$ cat config.mk
export PLATFORM = sky130hd
export DESIGN_NAME = backlight_ctrl_irq_regs
export DESIGN_NICKNAME = d
export VERILOG_FILES = /design/src/hw/backlight_pkg.sv /design/src/hw/backlight_ctrl_irq_regs.sv
export SDC_FILE = /design/constraint.sdc
export NUM_CORES = 1
export LEC_CHECK = 0
export ABC_AREA = 1
export BUFFER_PORTS_ARGS = -buffer_cell sky130_fd_sc_hd__buf_2
export CORE_UTILIZATION = 50
export CTS_CLUSTER_SIZE = 40
export DETAILED_ROUTE_END_ITERATION = 10
export HOLD_SLACK_MARGIN = 0.06
export PLACE_DENSITY = 0.7
export SLEW_MARGIN = 40
export SYNTH_ARGS = -nofsm -noshare
export SYNTH_HDL_FRONTEND = slang
export SYNTH_SLANG_ARGS = --single-unit
$ cat constraint.sdc
create_clock -name ref_clk -period 2.75 [get_ports ref_clk]
set_input_delay 0.275 -clock ref_clk [delete_from_list [all_inputs] [get_ports ref_clk]]
set_output_delay 0.275 -clock ref_clk [all_outputs]
set_load 0.03 [all_outputs]
$ cat src/hw/backlight_pkg.sv
package backlight_pkg;

  // Register offsets, as seen on the byte-wide register port
  localparam logic [7:0] INT_STAT_ADDR     = 8'h02;
  localparam logic [7:0] INT_ENABLE_ADDR   = 8'h03;
  localparam logic [7:0] BL_CONFIG_ADDR    = 8'h04;
  localparam logic [7:0] LED_GROUP_ADDR    = 8'h05;
  localparam logic [7:0] PWM_SCALE_ADDR    = 8'h06;
  localparam logic [7:0] OFF_TIMEOUT_ADDR  = 8'h07;
  localparam logic [7:0] DIM_TIMEOUT_ADDR  = 8'h08;

  // Flag and enable bit positions
  localparam int SENSOR_A_BIT  = 0;
  localparam int SENSOR_B_BIT  = 1;
  localparam int OVERVOLT_BIT  = 2;
  localparam int THERMAL_BIT   = 3;
  localparam int SHORT_BIT     = 4;
  localparam int FADE_DONE_BIT = 5;

  // Configuration field positions
  localparam int SOURCE_SEL_BIT  = 7;
  localparam int SENSOR_B_EN_BIT = 6;
  localparam int LEVEL_MSB       = 5;
  localparam int LEVEL_LSB       = 3;
  localparam int LAW_MSB         = 2;
  localparam int LAW_LSB         = 1;
  localparam int OVERRIDE_BIT    = 0;

  // Write masks; reserved bits never store
  localparam logic [7:0] IRQ_MASK   = 8'h3F;
  localparam logic [7:0] LED7_MASK  = 8'h7F;
  localparam logic [7:0] CFG_MASK   = 8'hFF;

  // Reset value and first level code that forces zero current
  localparam logic [7:0] REG_RESET  = 8'h00;
  localparam logic [2:0] LEVEL_OFF_FIRST = 3'h5;

  // Timing
  localparam int CLOCK_HZ       = 10_000_000;
  localparam int SECOND_CYCLES  = CLOCK_HZ;
  localparam int GAP_TIME_US    = 50;
  localparam int GAP_CYCLES     = GAP_TIME_US * (CLOCK_HZ / 1_000_000);

  // Register access request from the serial-bus front end
  typedef struct packed {
    logic       write;
    logic       read;
    logic [7:0] addr;
    logic [7:0] wdata;
  } reg_req_type;

  // Raw hardware event pulses
  typedef struct packed {
    logic fadeDone;
    logic shortFault;
    logic thermalFault;
    logic overvoltage;
    logic sensorBTrip;
    logic sensorATrip;
  } event_type;

  // Timeout sequencer states
  typedef enum logic [3:0] {
    TO_IDLE = 4'b0001,
    TO_DIM  = 4'b0010,
    TO_OFF  = 4'b0100,
    TO_DONE = 4'b1000
  } timeout_state_type;

endpackage : backlight_pkg

$ cat src/hw/backlight_ctrl_irq_regs.sv
`timescale 1ns/1ps
// Functional notes
// - fade-out finish flag gates interrupt by bit5
// - short flag always set, irq by bit4
// - thermal flag always set, irq by bit3
// - overvoltage flag always set, irq by bit2
// - sensor B trip flag, irq by bit1
// - sensor A trip flag, irq by bit0
// - config bit7 picks controlling light sensor
// - config bit6 enables sensor B, drops LED6
// - level codes 101-111 force zero current
// - level field reports use, auto overwrites
// - two-bit transfer law selects time profile
// - config bit0 enables fade override
// - per-LED bit makes sink independent
// - per-LED bit lets PWM scale current
// - off timeout in seconds, zero disables
// - off count starts after dim expiry
// - dim expiry switches to dim current
// - dim count starts at maximum current
// - flags clear on write one only
// - interrupt config gives 50 us gap
// - auto control follows comparator level

module backlight_ctrl_irq_regs #(
  parameter int SECOND_COUNT = backlight_pkg::SECOND_CYCLES
) (
  input  wire logic                      ref_clk,
  input  wire logic                      rst_n,
  input  wire backlight_pkg::reg_req_type regReq,
  output logic [7:0]                     regRdata,
  input  wire backlight_pkg::event_type  hwEvents,
  input  wire logic                      intConfig,
  input  wire logic                      autoSensorControl,
  input  wire logic [2:0]                autoLevel,
  input  wire logic                      backlightOn,
  input  wire logic                      atMaxCurrent,
  input  wire logic                      sensorAInput,
  input  wire logic                      sensorBInput,
  input  wire logic                      pwmIn,
  output logic                           hostIrq,
  output logic                           sensorSelected,
  output logic                           sensorBEnable,
  output logic                           ledSink6Enable,
  output logic [2:0]                     brightnessLevel,
  output logic                           zeroCurrent,
  output logic [1:0]                     transferLaw,
  output logic                           cubicSteps,
  output logic                           fadeOverride,
  output logic [6:0]                     ledOn,
  output logic [6:0]                     ledPwmGate,
  output logic                           dimRequest,
  output logic                           offRequest
);

  //////////////////////////////////////////////////////////////////////////////
  // Registers

  logic [5:0] flags_r;
  logic [5:0] irqEnable_r;
  logic [7:0] config_r;
  logic [6:0] ledSelect_r;
  logic [6:0] pwmEnable_r;
  logic [6:0] offTimeout_r;
  logic [6:0] dimTimeout_r;
  logic [5:0] eventVec;
  logic       wrStat;
  logic [1:0] pinA_r;
  logic [1:0] pinB_r;
  logic [1:0] pinPwm_r;

  function automatic logic hit(input logic [7:0] a, input logic [7:0] off);
    hit = regReq.write && (a == off);
  endfunction : hit

  assign eventVec = {hwEvents.fadeDone, hwEvents.shortFault, hwEvents.thermalFault,
                     hwEvents.overvoltage, hwEvents.sensorBTrip, hwEvents.sensorATrip};
  assign wrStat   = hit(regReq.addr, backlight_pkg::INT_STAT_ADDR);

  // Pin inputs through two flops before use
  always_ff @(posedge ref_clk) begin
    if (!rst_n) begin
      pinA_r   <= 2'h0;
      pinB_r   <= 2'h0;
      pinPwm_r <= 2'h0;
    end else begin
      pinA_r   <= {pinA_r[0], sensorAInput};
      pinB_r   <= {pinB_r[0], sensorBInput};
      pinPwm_r <= {pinPwm_r[0], pwmIn};
    end
  end

  // Sticky flags; a new event beats a same-cycle clear
  always_ff @(posedge ref_clk) begin
    if (!rst_n) begin
      flags_r <= 6'h00;
    end else begin
      flags_r <= (flags_r & ~(wrStat ? regReq.wdata[5:0] : 6'h00))
                 | eventVec;
    end
  end

  // Writable control registers, reserved bits masked off
  always_ff @(posedge ref_clk) begin
    if (!rst_n) begin
      irqEnable_r  <= 6'h00;
      ledSelect_r  <= 7'h00;
      pwmEnable_r  <= 7'h00;
      offTimeout_r <= 7'h00;
      dimTimeout_r <= 7'h00;
    end else begin
      if (hit(regReq.addr, backlight_pkg::INT_ENABLE_ADDR)) begin
        irqEnable_r <= regReq.wdata[5:0] & backlight_pkg::IRQ_MASK[5:0];
      end
      if (hit(regReq.addr, backlight_pkg::LED_GROUP_ADDR)) begin
        ledSelect_r <= regReq.wdata[6:0];
      end
      if (hit(regReq.addr, backlight_pkg::PWM_SCALE_ADDR)) begin
        pwmEnable_r <= regReq.wdata[6:0];
      end
      if (hit(regReq.addr, backlight_pkg::OFF_TIMEOUT_ADDR)) begin
        offTimeout_r <= regReq.wdata[6:0];
      end
      if (hit(regReq.addr, backlight_pkg::DIM_TIMEOUT_ADDR)) begin
        dimTimeout_r <= regReq.wdata[6:0];
      end
    end
  end

  // Configuration; level follows sensors in auto mode, even over a write
  always_ff @(posedge ref_clk) begin
    if (!rst_n) begin
      config_r <= backlight_pkg::REG_RESET;
    end else begin
      if (hit(regReq.addr, backlight_pkg::BL_CONFIG_ADDR)) begin
        config_r <= regReq.wdata & backlight_pkg::CFG_MASK;
      end
      if (autoSensorControl) begin
        config_r[backlight_pkg::LEVEL_MSB:backlight_pkg::LEVEL_LSB] <= autoLevel;
      end
    end
  end

  //////////////////////////////////////////////////////////////////////////////
  // Interrupt line with optional release gap

  logic        pending;
  logic        pendingPrev_r;
  logic [15:0] gapCnt_r;

  assign pending = |(flags_r & irqEnable_r);

  // Gap starts when the host clears while events remain
  always_ff @(posedge ref_clk) begin
    if (!rst_n) begin
      gapCnt_r      <= 16'h0000;
      pendingPrev_r <= 1'b0;
    end else begin
      pendingPrev_r <= pending;
      if (intConfig && wrStat && pending && (|(regReq.wdata[5:0] & flags_r))) begin
        gapCnt_r <= 16'(backlight_pkg::GAP_CYCLES);
      end else if (gapCnt_r != 16'h0000) begin
        gapCnt_r <= gapCnt_r - 16'h0001;
      end
    end
  end

  // Line held low during the gap; otherwise follows pending
  always_ff @(posedge ref_clk) begin
    if (!rst_n) begin
      hostIrq <= 1'b0;
    end else begin
      hostIrq <= pending && (gapCnt_r <= 16'h0001) && !(intConfig && wrStat && pending);
    end
  end

  //////////////////////////////////////////////////////////////////////////////
  // Dim and off timeouts, one-second tick

  // Phase, prescaler and whole-second count
  backlight_pkg::timeout_state_type state_r;
  logic [31:0]                      tick_r;
  logic [6:0]                       secs_r;
  logic                             tickPulse;

  // Wrap at one second; restart per phase so each wait is whole seconds
  assign tickPulse = (tick_r == 32'(SECOND_COUNT - 1));

  // Second prescaler, held at zero while the backlight is off or the sequencer is in TO_IDLE
  always_ff @(posedge ref_clk) begin
    if (!rst_n || !backlightOn || state_r == backlight_pkg::TO_IDLE) begin
      tick_r <= 32'h0000_0000;
    end else begin
      tick_r <= tickPulse ? 32'h0000_0000 : tick_r + 32'h0000_0001;
    end
  end

  // Sequencer: max current -> dim wait -> off wait -> done
  always_ff @(posedge ref_clk) begin
    if (!rst_n || !backlightOn) begin
      state_r    <= backlight_pkg::TO_IDLE;
      secs_r     <= 7'h00;
      dimRequest <= 1'b0;
      offRequest <= 1'b0;
    end else begin
      case (state_r)
        backlight_pkg::TO_IDLE: begin
          secs_r <= 7'h00;
          if (atMaxCurrent) begin
            state_r <= (dimTimeout_r != 7'h00) ? backlight_pkg::TO_DIM : backlight_pkg::TO_OFF;
          end
        end
        backlight_pkg::TO_DIM: begin
          if (dimTimeout_r == 7'h00) begin
            state_r <= backlight_pkg::TO_OFF;
          end else if (tickPulse) begin
            if (secs_r + 7'h01 >= dimTimeout_r) begin
              dimRequest <= 1'b1;
              secs_r     <= 7'h00;
              state_r    <= backlight_pkg::TO_OFF;
            end else begin
              secs_r <= secs_r + 7'h01;
            end
          end
        end
        backlight_pkg::TO_OFF: begin
          if (offTimeout_r != 7'h00 && tickPulse) begin
            if (secs_r + 7'h01 >= offTimeout_r) begin
              offRequest <= 1'b1;
              state_r    <= backlight_pkg::TO_DONE;
            end else begin
              secs_r <= secs_r + 7'h01;
            end
          end
        end
        default: begin
          state_r <= backlight_pkg::TO_DONE;
        end
      endcase
    end
  end

  //////////////////////////////////////////////////////////////////////////////
  // Control outputs

  logic levelOff;

  assign levelOff = config_r[backlight_pkg::LEVEL_MSB:backlight_pkg::LEVEL_LSB]
                    >= backlight_pkg::LEVEL_OFF_FIRST;

  // Registered outputs, updated every cycle
  always_ff @(posedge ref_clk) begin
    if (!rst_n) begin
      sensorSelected  <= 1'b0;
      sensorBEnable   <= 1'b0;
      ledSink6Enable  <= 1'b1;
      brightnessLevel <= 3'h0;
      zeroCurrent     <= 1'b0;
      transferLaw     <= 2'h0;
      cubicSteps      <= 1'b0;
      fadeOverride    <= 1'b0;
      ledOn           <= 7'h00;
      ledPwmGate      <= 7'h7F;
    end else begin
      sensorSelected  <= config_r[backlight_pkg::SOURCE_SEL_BIT] ? pinB_r[1] : pinA_r[1];
      sensorBEnable   <= config_r[backlight_pkg::SENSOR_B_EN_BIT];
      ledSink6Enable  <= !config_r[backlight_pkg::SENSOR_B_EN_BIT];
      brightnessLevel <= config_r[backlight_pkg::LEVEL_MSB:backlight_pkg::LEVEL_LSB];
      zeroCurrent     <= levelOff;
      transferLaw     <= config_r[backlight_pkg::LAW_MSB:backlight_pkg::LAW_LSB];
      cubicSteps      <= config_r[backlight_pkg::LAW_MSB];
      fadeOverride    <= config_r[backlight_pkg::OVERRIDE_BIT];
      // Backlight sinks follow the shared enable; independents stay as selected
      ledOn           <= ledSelect_r | {7{backlightOn & !offRequest}};
      ledPwmGate      <= ~pwmEnable_r | {7{pinPwm_r[1]}};
    end
  end

  //////////////////////////////////////////////////////////////////////////////
  // Read mux; unmapped offsets and reserved bits read zero

  always_comb begin
    regRdata = 8'h00;
    if (regReq.addr == backlight_pkg::INT_STAT_ADDR) begin
      regRdata = {2'b00, flags_r};
    end else if (regReq.addr == backlight_pkg::INT_ENABLE_ADDR) begin
      regRdata = {2'b00, irqEnable_r};
    end else if (regReq.addr == backlight_pkg::BL_CONFIG_ADDR) begin
      regRdata = config_r;
    end else if (regReq.addr == backlight_pkg::LED_GROUP_ADDR) begin
      regRdata = {1'b0, ledSelect_r};
    end else if (regReq.addr == backlight_pkg::PWM_SCALE_ADDR) begin
      regRdata = {1'b0, pwmEnable_r};
    end else if (regReq.addr == backlight_pkg::OFF_TIMEOUT_ADDR) begin
      regRdata = {1'b0, offTimeout_r};
    end else if (regReq.addr == backlight_pkg::DIM_TIMEOUT_ADDR) begin
      regRdata = {1'b0, dimTimeout_r};
    end
  end

endmodule : backlight_ctrl_irq_regs

==> flow_summary.yaml, run 1 <==
routing:
  vias_per_cell: 5.16
  wire_per_inst_um: 13.9
  vias: 6511
  wirelength_um: 17500
  drtIter0Drc: 659
  drc: 0
  drt-pass1-iter-count: 5
  antenna_left: 0
cts:
  cts_tree: "done"
  clk-insertion-delay-late_ns: 0.43
  path_clk_slew_ns: 0.06
  clk_path_buf_depth: 2
  cts-root-buf: "clkbuf_16"
  htree_levels: 4
  cts_sinks: 140
  cts_made_buffers: 17
critical_path:
  crit_fanout: 7
  r2r_start: "secs_r[1]"
  path_cells: "ha_4 > nand3_2 > nor3_2 > xor2_1 > inv_2 > buf_4 > ha_1 > a21oi_2 > o21a_1 > nand3b_1 > o21ai_1 > buf_4 > a21oi_2 > nor2_1"
  critPathMaxStageDelay_ns: 0.37
  end_kind: "flip-flop"
  crit_path_start: "secs_r[1]"
  cpMaxStageDelayCell: "dfxtp_2"
  path_class: "flip-flop to flip-flop"
  worst_ep_required_time_ns: 3.10
  cp-start-kind: "flip-flop"
  worstPathArrival_ns: 2.90
synthesis:
  synth_area_leader_cell: "dfxtp_1"
  postSynthCellCount: 990
  synthTopCellsByArea: "dfxtp_1, nand2_1, inv_1"
  synthDistinctLibCells: 41
  yosysWarningCount: 0
  ys_seq_area_frac: 0.411
  syn_nets: 1044
  netlist.area_leader.share: 0.411
  syn_avg_cell_area_um2: 6.89
  ys_seq_elements: 140
  synth_area_mm2: 0.00682
final_layout:
  diodes: 0
  synthToLayoutAreaGrowth_pct: 18.9
  fin_cells: 1263
  fin_nets: 1128
  drive_gt1_frac: 0.138
timing:
  finalCritPeriodShare: 0.928
  setup_ws_ns: 0.198
  final_hold_viol_count: 0
  fin_tns_setup_ns: 0
  worstMarginPinSlew_ns: 0.691
  setup_viol: 0
  slew_headroom: 0.538
  max_freq_mhz: 392
  period_minus_slack_ns: 2.55
  slew_viol_final: 0
  skew_ns: 0.00685
outcome:
  status: "finished, final reports clean"
global_routing:
  grt.overflow.total: 0
  first_global_vias: 5941
  grt_usage: 0.251
  antenna_found_initial: 0
  grt_pass1_wl_um: 28200
  grt_max_degree: 37
power_and_ir_drop:
  peakVddDrop_mv: 0.455
  power.density_mw_per_mm2: 712
  p_leak_nw: 3.42
job:
  drv_cap: 0
hold_path:
  hp-class: "primary input to flip-flop"
  worstHoldStart: "regReq[7]"
die:
  design.portCount: 72
  rows: 42
  initial_core_util: 0.513
  die_area_mm2: 0.0141
  die_x_um: 119
  fp.dieH_um: 119
  core-area_mm2: 0.0133
place:
  hpwl_um: 12700
  pre_cts_ws_ns: 0.0239
  place_congestion: 0.919
  numPortBuffers: 70
  dp.cells: 1223
==> critical path, delay by kind of cell (launching register included) <==
family | cells | cell delay, ns
compound gates | 4 | 0.48
xor+xnor | 1 | 0.19
simple gates | 4 | 0.57
fa+ha+maj | 2 | 0.45
flops | 1 | 0.37
buf+inv | 3 | 0.40
==> cell usage after synthesis <==
master / number
nor3_1: 28
o21a_1: 1
o21ai_0: 44
buf_4: 2
dfxtp_1: 140
o21ai_1: 1
clkinv_1: 1
nor4_1: 4
nand4_2: 1
nand2_2: 2
nor3b_1: 5
clkbuf_1: 13
nand3_1: 52
nand4_1: 21
buf_6: 1
nor2_4: 1
inv_2: 1
ha_1: 18
o21ai_2: 1
nand3b_1: 2
or2_2: 6
nor2_1: 136
o22ai_1: 4
buf_2: 4
xor2_1: 18
nand2_1: 206
buf_1: 1
nor2_2: 4
xnor2_1: 2
nor3b_2: 1
o21bai_1: 1
inv_1: 145
nor3_2: 3
a211oi_1: 1
nand3_2: 1
o2111ai_1: 6
o31ai_1: 1
nor4b_1: 1
a21oi_1: 97
a31oi_1: 7
o211ai_1: 6
==> final timing paths <==
path / to / slack, ns / cells past startpoint
max: secs_r[1] / 0.20 / 14
min: config_r[7] / 0.08 / 3
max reg2reg: secs_r[1] / 0.20 / 14
min reg2reg: pinB_r[1] / 0.41 / 2
==> cell usage in the layout (no fill, tap or decap), types with 6 or more instances in the layout <==
master / count
nand3_1: 50
nor3_1: 27
nand2_1: 206
buf_2: 70
o2111ai_1: 6
nand4_1: 21
o21ai_0: 44
inv_1: 144
a21oi_1: 91
dfxtp_1: 138
ha_1: 16
o211ai_1: 6
a31oi_1: 7
clkbuf_16: 17
or2_2: 6
xor2_1: 18
buf_4: 12
nor2_1: 135
inv_6: 6
==> layer usage <==
layer / up-vias / global-route usage / part of all wire
li1: 3382 / - / -
met1: 2909 / 0.330 / 0.46
met2: 194 / 0.410 / 0.46
met3: 26 / 0.0503 / 0.058
met4: 0 / 0.0839 / 0.017
met5: - / 0 / 0
==> through the flow <==
stage	cell area, µm²	hold WS [ns]	utilization	total power [mW]
2_1_floorplan	6820	0.373	-	3.19
3_3_place_gp	7350	0.392	0.553	3.40
3_5_place_dp	7350	0.401	0.553	3.43
4_1_cts	7990	0.0713	0.601	5.76
5_1_grt	8110	0.0796	0.610	6.08
6_report	8110	0.0822	0.610	5.78
==> kinds of logic after synthesis <==
family	count (synthesis)	share of synthesized area
and+or+nand+nor	474	0.301
adders and majority gates	18	0.0330
buffers and inverters	168	0.0954
AOI/OAI and AO/OA	170	0.134
DFF	140	0.411
xor gates and xnor gates	20	0.0257
==> final cells by class <==
cell class | count | area, µm²
inverters | 147 | 552
multi-input cells | 683 | 3470
clock buffers | 19 | 443
well taps | 176 | 220
flip-flops and latches | 140 | 2810
repair buffers | 85 | 470
clock inverters | 13 | 155
fillers | 1218 | 5180
==> where the power goes <==
group | switching, mW | internal (mW)
Clock | 0.958 | 1.38
Sequential | 0.119 | 2.17
Combinational | 0.701 | 0.444
==> registers in the layout (all words and copies together), names as in the netlist, 3 cells and up <==
| name | cells |
|---|---|
| brightnessLevel | 3 |
| config_r | 8 |
| dimTimeout_r | 7 |
| flags_r | 6 |
| gapCnt_r | 16 |
| irqEnable_r | 6 |
| ledOn | 7 |
| ledPwmGate | 7 |
| ledSelect_r | 7 |
| offTimeout_r | 7 |
| pwmEnable_r | 7 |
| secs_r | 7 |
| state_r | 4 |
| tick_r | 32 |
==> timing repair <==
item	4_1_cts	5_1_grt
gates resized for setup	2	17
hold endpoints to repair	3	0
gates cloned	0	1
setup buffers	0	4
pin swaps	0	9
hold buffers	3	0
endpoints found under the setup margin	7	7
(Power assumes the default switching activity.)
==> run 2, diff against run 1 <==
--- a/config.mk
+++ b/config.mk
@@ -7,6 +7,7 @@
 export LEC_CHECK = 0
 export ABC_AREA = 1
 export BUFFER_PORTS_ARGS = -buffer_cell sky130_fd_sc_hd__buf_2
+export CORE_MARGIN = 4
 export CORE_UTILIZATION = 50
 export CTS_CLUSTER_SIZE = 40
 export DETAILED_ROUTE_END_ITERATION = 10
==> flow_summary.yaml, run 2 (synthesis results as in run 1) <==
power_and_ir_drop:
  power_mw: 5.59
  power.density_mw_per_mm2: 698
  peakVddDrop_mv: 0.388
  p_leak_nw: 3.41
global_routing:
  first_global_vias: 6032
  antenna_found_initial: 0
  grt.overflow.total: 0
  grt_pass1_wl_um: 28500
  grt_usage: 0.222
  grt_max_degree: 37
cts:
  clk-insertion-delay-late_ns: 0.42
  cts_sinks: 140
  cts-root-buf: "clkbuf_16"
  path_clk_slew_ns: 0.06
  htree_levels: 4
  cts_made_buffers: 17
  clk_path_buf_depth: 2
  cts_tree: "done"
critical_path:
  cpMaxStageDelayCell: "dfxtp_2"
  r2r_start: "secs_r[1]"
  path_class: "flip-flop to flip-flop"
  cp-start-kind: "flip-flop"
  critPathMaxStageDelay_ns: 0.35
  crit_fanout: 7
  r2r_cells: 14
  path_cells: "ha_2 > nand3_2 > nor3_4 > xor2_1 > inv_1 > ha_1 > nand2_1 > inv_1 > a21oi_2 > nand3_2 > a21oi_4 > nand3_4 > a21oi_1 > nor2_1"
  end_kind: "flip-flop"
  worstReg2RegEnd: "secs_r[3]"
  worst_ep_required_time_ns: 3.06
  endpoint: "secs_r[3]"
  worstPathArrival_ns: 2.85
  crit_path_start: "secs_r[1]"
  reg2reg_slack_ns: 0.21
die:
  die_x_um: 125
  rows: 42
  core-area_mm2: 0.0133
  die_area_mm2: 0.0156
  fp.dieH_um: 125
  initial_core_util: 0.513
  design.portCount: 72
timing:
  max_freq_mhz: 394
  slew_viol_final: 0
  skew_ns: 0.00645
  finalCritPeriodShare: 0.924
  period_minus_slack_ns: 2.54
  fin_tns_setup_ns: 0
  setup_viol: 0
  final_hold_viol_count: 0
  worstMarginPinSlew_ns: 0.698
  slew_headroom: 0.533
job:
  drv_cap: 0
final_layout:
  final_common_cell: "nand2_1"
  fill_cells: 1245
  synthToLayoutAreaGrowth_pct: 17.4
  largest_reg_flops: 32
  fin_nets: 1125
  final_cell_mix: "nand2_1, inv_1, dfxtp_1"
  top_register: "tick_r"
  diodes: 0
  drive_gt1_frac: 0.129
  reg_top3: "tick_r x32, gapCnt_r x16, config_r x8"
place:
  hpwl_um: 12900
  numPortBuffers: 70
  place_congestion: 0.914
routing:
  wirelength_um: 17500
  drtIter0Drc: 670
  vias_per_cell: 5.22
  drt-pass1-iter-count: 6
  antenna_left: 0
  drc: 0
  vias: 6571
  wire_per_inst_um: 13.9
hold_path:
  hp-class: "primary input to flip-flop"
  worstHoldStart: "hwEvents[5]"
outcome:
  status: "finished, final reports clean"
==> run 2: changes by cell type in the layout (fill, tap and decap cells not counted), sizes merged <==
cell,change
buf,-3
bufinv,-2
clkbuf,-2
clkinvlp,+1
inv,+3
==> run 2: power by group <==
part           total (mW)  switching [mW]  internal [mW]
clock                2.16           0.977           1.19
combinational        1.13           0.696          0.435
sequential           2.29           0.123           2.17
==> run 2: how the worst min path moves through the flow <==
stage	end	depth (start not counted)	slack, ns
finish	flags_r[5]	3	0.1
CTS	flags_r[5]	3	0.09
detailed placement	pinPwm_r[1]	2	0.40
floorplan	pinA_r[0]	2	0.37
global placement	pinA_r[1]	2	0.39
global route	flags_r[2]	3	0.09
==> run 2: per-stage QoR <==
stage | setup WS (ns) | util | instance area (µm²) | instances | hold slack [ns]
global placement | 0.115 | 0.553 | 7350 | 1223 | 0.394
CTS | 0.0440 | 0.597 | 7940 | 1258 | 0.0871
global route | -0.0172 | 0.603 | 8010 | 1260 | 0.0914
finish | 0.210 | 0.603 | 8010 | 1260 | 0.0952
floorplan | 0.299 | - | 6820 | 990 | 0.373
detailed placement | 0.0595 | 0.553 | 7350 | 1223 | 0.396
==> run 2: area by class of cell <==
type	count	area, µm²	share of cell area
Multi-Input combinational cell	683	3430	0.429
Sequential cell	140	2800	0.350
Inverter	147	552	0.0689
Timing Repair Buffer	82	448	0.0559
Clock buffer	17	425	0.0531
Tap cell	176	220	0.0275
Clock inverter	15	129	0.0161
==> run 2: critical path: cells and delay by family, from the launching register on <==
kind	cells	cell delay, ns
simple gates	6	0.73
compound gates	3	0.55
fa+ha+maj	2	0.51
flops	1	0.35
xor+xnor	1	0.16
buf+inv	2	0.14
==> run 2: what timing repair did <==
item | CTS | global route
setup endpoints to repair | 0 | 7
resized for setup | 0 | 11
endpoints found under the hold margin | 3 | 0
hold buffers | 3 | 0
buffers inserted | 0 | 1
==> run 2: per-layer routing <==
metal | vias up | global-route usage | wire [µm]
met5 | - | 0 | 0
met4 | 0 | 0.0746 | 397
met3 | 31 | 0.0527 | 1370
met2 | 218 | 0.356 | 7820
met1 | 2947 | 0.294 | 7910
li1 | 3375 | - | -
==> run 3, diff against run 2 <==
--- a/config.mk
+++ b/config.mk
@@ -13,6 +13,7 @@
 export DETAILED_ROUTE_END_ITERATION = 10
 export HOLD_SLACK_MARGIN = 0.06
 export PLACE_DENSITY = 0.7
+export SETUP_SLACK_MARGIN = 0.3
 export SLEW_MARGIN = 40
 export SYNTH_ARGS = -nofsm -noshare
 export SYNTH_HDL_FRONTEND = slang
==> flow_summary.yaml, run 3 (synthesis results as in run 1) <==
die:
  initial_core_util: 0.513
  fp.dieH_um: 125
  die_x_um: 125
  die_area_mm2: 0.0156
  design.portCount: 72
  core-area_mm2: 0.0133
  rows: 42
timing:
  worstMarginPinSlew_ns: 0.754
  final_hold_viol_count: 0
  slew_headroom: 0.496
  max_freq_mhz: 424
  setup_viol: 0
  period_minus_slack_ns: 2.36
  skew_ns: 0.00709
  rsz0062_at_grt: "true"
  finalCritPeriodShare: 0.857
  fin_tns_setup_ns: 0
  slew_viol_final: 0
cts:
  cts_made_buffers: 17
  clk_path_buf_depth: 2
  clk-insertion-delay-late_ns: 0.42
  path_clk_slew_ns: 0.06
  cts-root-buf: "clkbuf_16"
  cts_sinks: 140
  cts_tree: "done"
  htree_levels: 4
power_and_ir_drop:
  p_leak_nw: 3.41
  peakVddDrop_mv: 0.399
  power.density_mw_per_mm2: 692
  power_mw: 5.63
critical_path:
  worst_ep_required_time_ns: 3.10
  crit_fanout: 7
  end_kind: "flip-flop"
  path_class: "flip-flop to flip-flop"
  worstPathArrival_ns: 2.71
  cp-start-kind: "flip-flop"
global_routing:
  first_global_vias: 5962
  grt.overflow.total: 0
  grt_pass1_wl_um: 28600
  grt_usage: 0.222
  antenna_found_initial: 0
  grt_max_degree: 39
final_layout:
  top_register: "tick_r"
  reg_top3: "tick_r x32, gapCnt_r x16, config_r x8"
  final_cell_mix: "nand2_1, inv_1, dfxtp_1"
  fin_area_mm2: 0.00814
  largest_reg_flops: 32
  final_common_cell: "nand2_1"
  fill_cells: 1257
  diodes: 0
  synthToLayoutAreaGrowth_pct: 19.3
  fin_nets: 1126
  drive_gt1_frac: 0.142
place:
  numPortBuffers: 70
  hpwl_um: 12700
  post_dp_cell_area_mm2: 0.00736
  place_congestion: 0.888
routing:
  vias: 6650
  drt-pass1-iter-count: 5
  wire_per_inst_um: 14.0
  vias_per_cell: 5.27
  drtIter0Drc: 633
  wirelength_um: 17700
  antenna_left: 0
  drc: 0
job:
  drv_cap: 0
hold_path:
  hp-class: "primary input to flip-flop"
outcome:
  status: "finished, final reports clean"
run 3: changes by cell type in the layout (fill, tap and decap cells not counted), moves of 3 or more:
cell	previous run	this run
ha_1	17	13
ha_4	0	5
inv_8	3	0
nand2_1	206	203
nand2_2	2	5
run 3: layout make-up:
class	count	area [µm²]	share of cell area
multi-input cells	683	3530	0.434
flip-flops and latches	140	2810	0.345
inverters	147	552	0.0678
clock inverters	13	131	0.0161
clock buffers	19	433	0.0532
repair buffers	83	459	0.0564
well taps	176	220	0.0271
run 3: repair_timing:
item,in CTS,in global routing
endpoints found under the setup margin,7,10
hold buffers,3,0
gates resized for setup,11,20
endpoints found under the hold margin,3,0
pin swaps,4,11
gates cloned,1,0
setup buffers,1,1
run 3: critical path, cell delays in order, from the launching register on:
cell and delay, ns:
dfxtp_4 0.37, ha_4 0.15, nand3_4 0.10, nor3_4 0.16
xor2_1 0.19, inv_2 0.09, ha_4 0.23, nand2_2 0.08
inv_2 0.04, a21oi_4 0.12, nand3_2 0.12, a21oi_4 0.24
nand3_4 0.15, nand2_1 0.10, nand2_1 0.05, nor2_1 0.10
run 3: power by group:
group | leakage [nW] | internal (mW) | switching [mW] | total, mW
combinational | 2.00 | 0.449 | 0.697 | 1.15
clock | 0.266 | 1.26 | 0.930 | 2.19
sequential | 1.14 | 2.17 | 0.121 | 2.29
run 3: worst paths after layout:
check / endpoint / startpoint / slack, ns / cells after the start
worst max-delay path: secs_r[1] / secs_r[1] / 0.39 / 15
worst min-delay path: config_r[7] / regReq[7] / 0.08 / 3
worst max register to register: secs_r[1] / secs_r[1] / 0.39 / 15
worst min register to register: pinA_r[1] / pinA_r[0] / 0.41 / 2
run 3: per-stage QoR:
step	util	hold WS (ns)	std cells	setup WS, ns
final	0.612	0.0834	1261	0.393
after global routing	0.612	0.0956	1261	0.228
after CTS	0.604	0.0665	1260	0.330
after detailed placement	0.554	0.399	1223	0.112
after global placement	0.554	0.395	1223	0.195
after floorplan	-	0.373	990	0.335
run 3: per-layer routing:
layer | up-vias | routed length [µm] | track usage
li1 | 3386 | - | -
met1 | 2998 | 8150 | 0.300
met2 | 221 | 7900 | 0.349
met3 | 45 | 1140 | 0.0493
met4 | 0 | 479 | 0.0810
met5 | - | 0 | 0
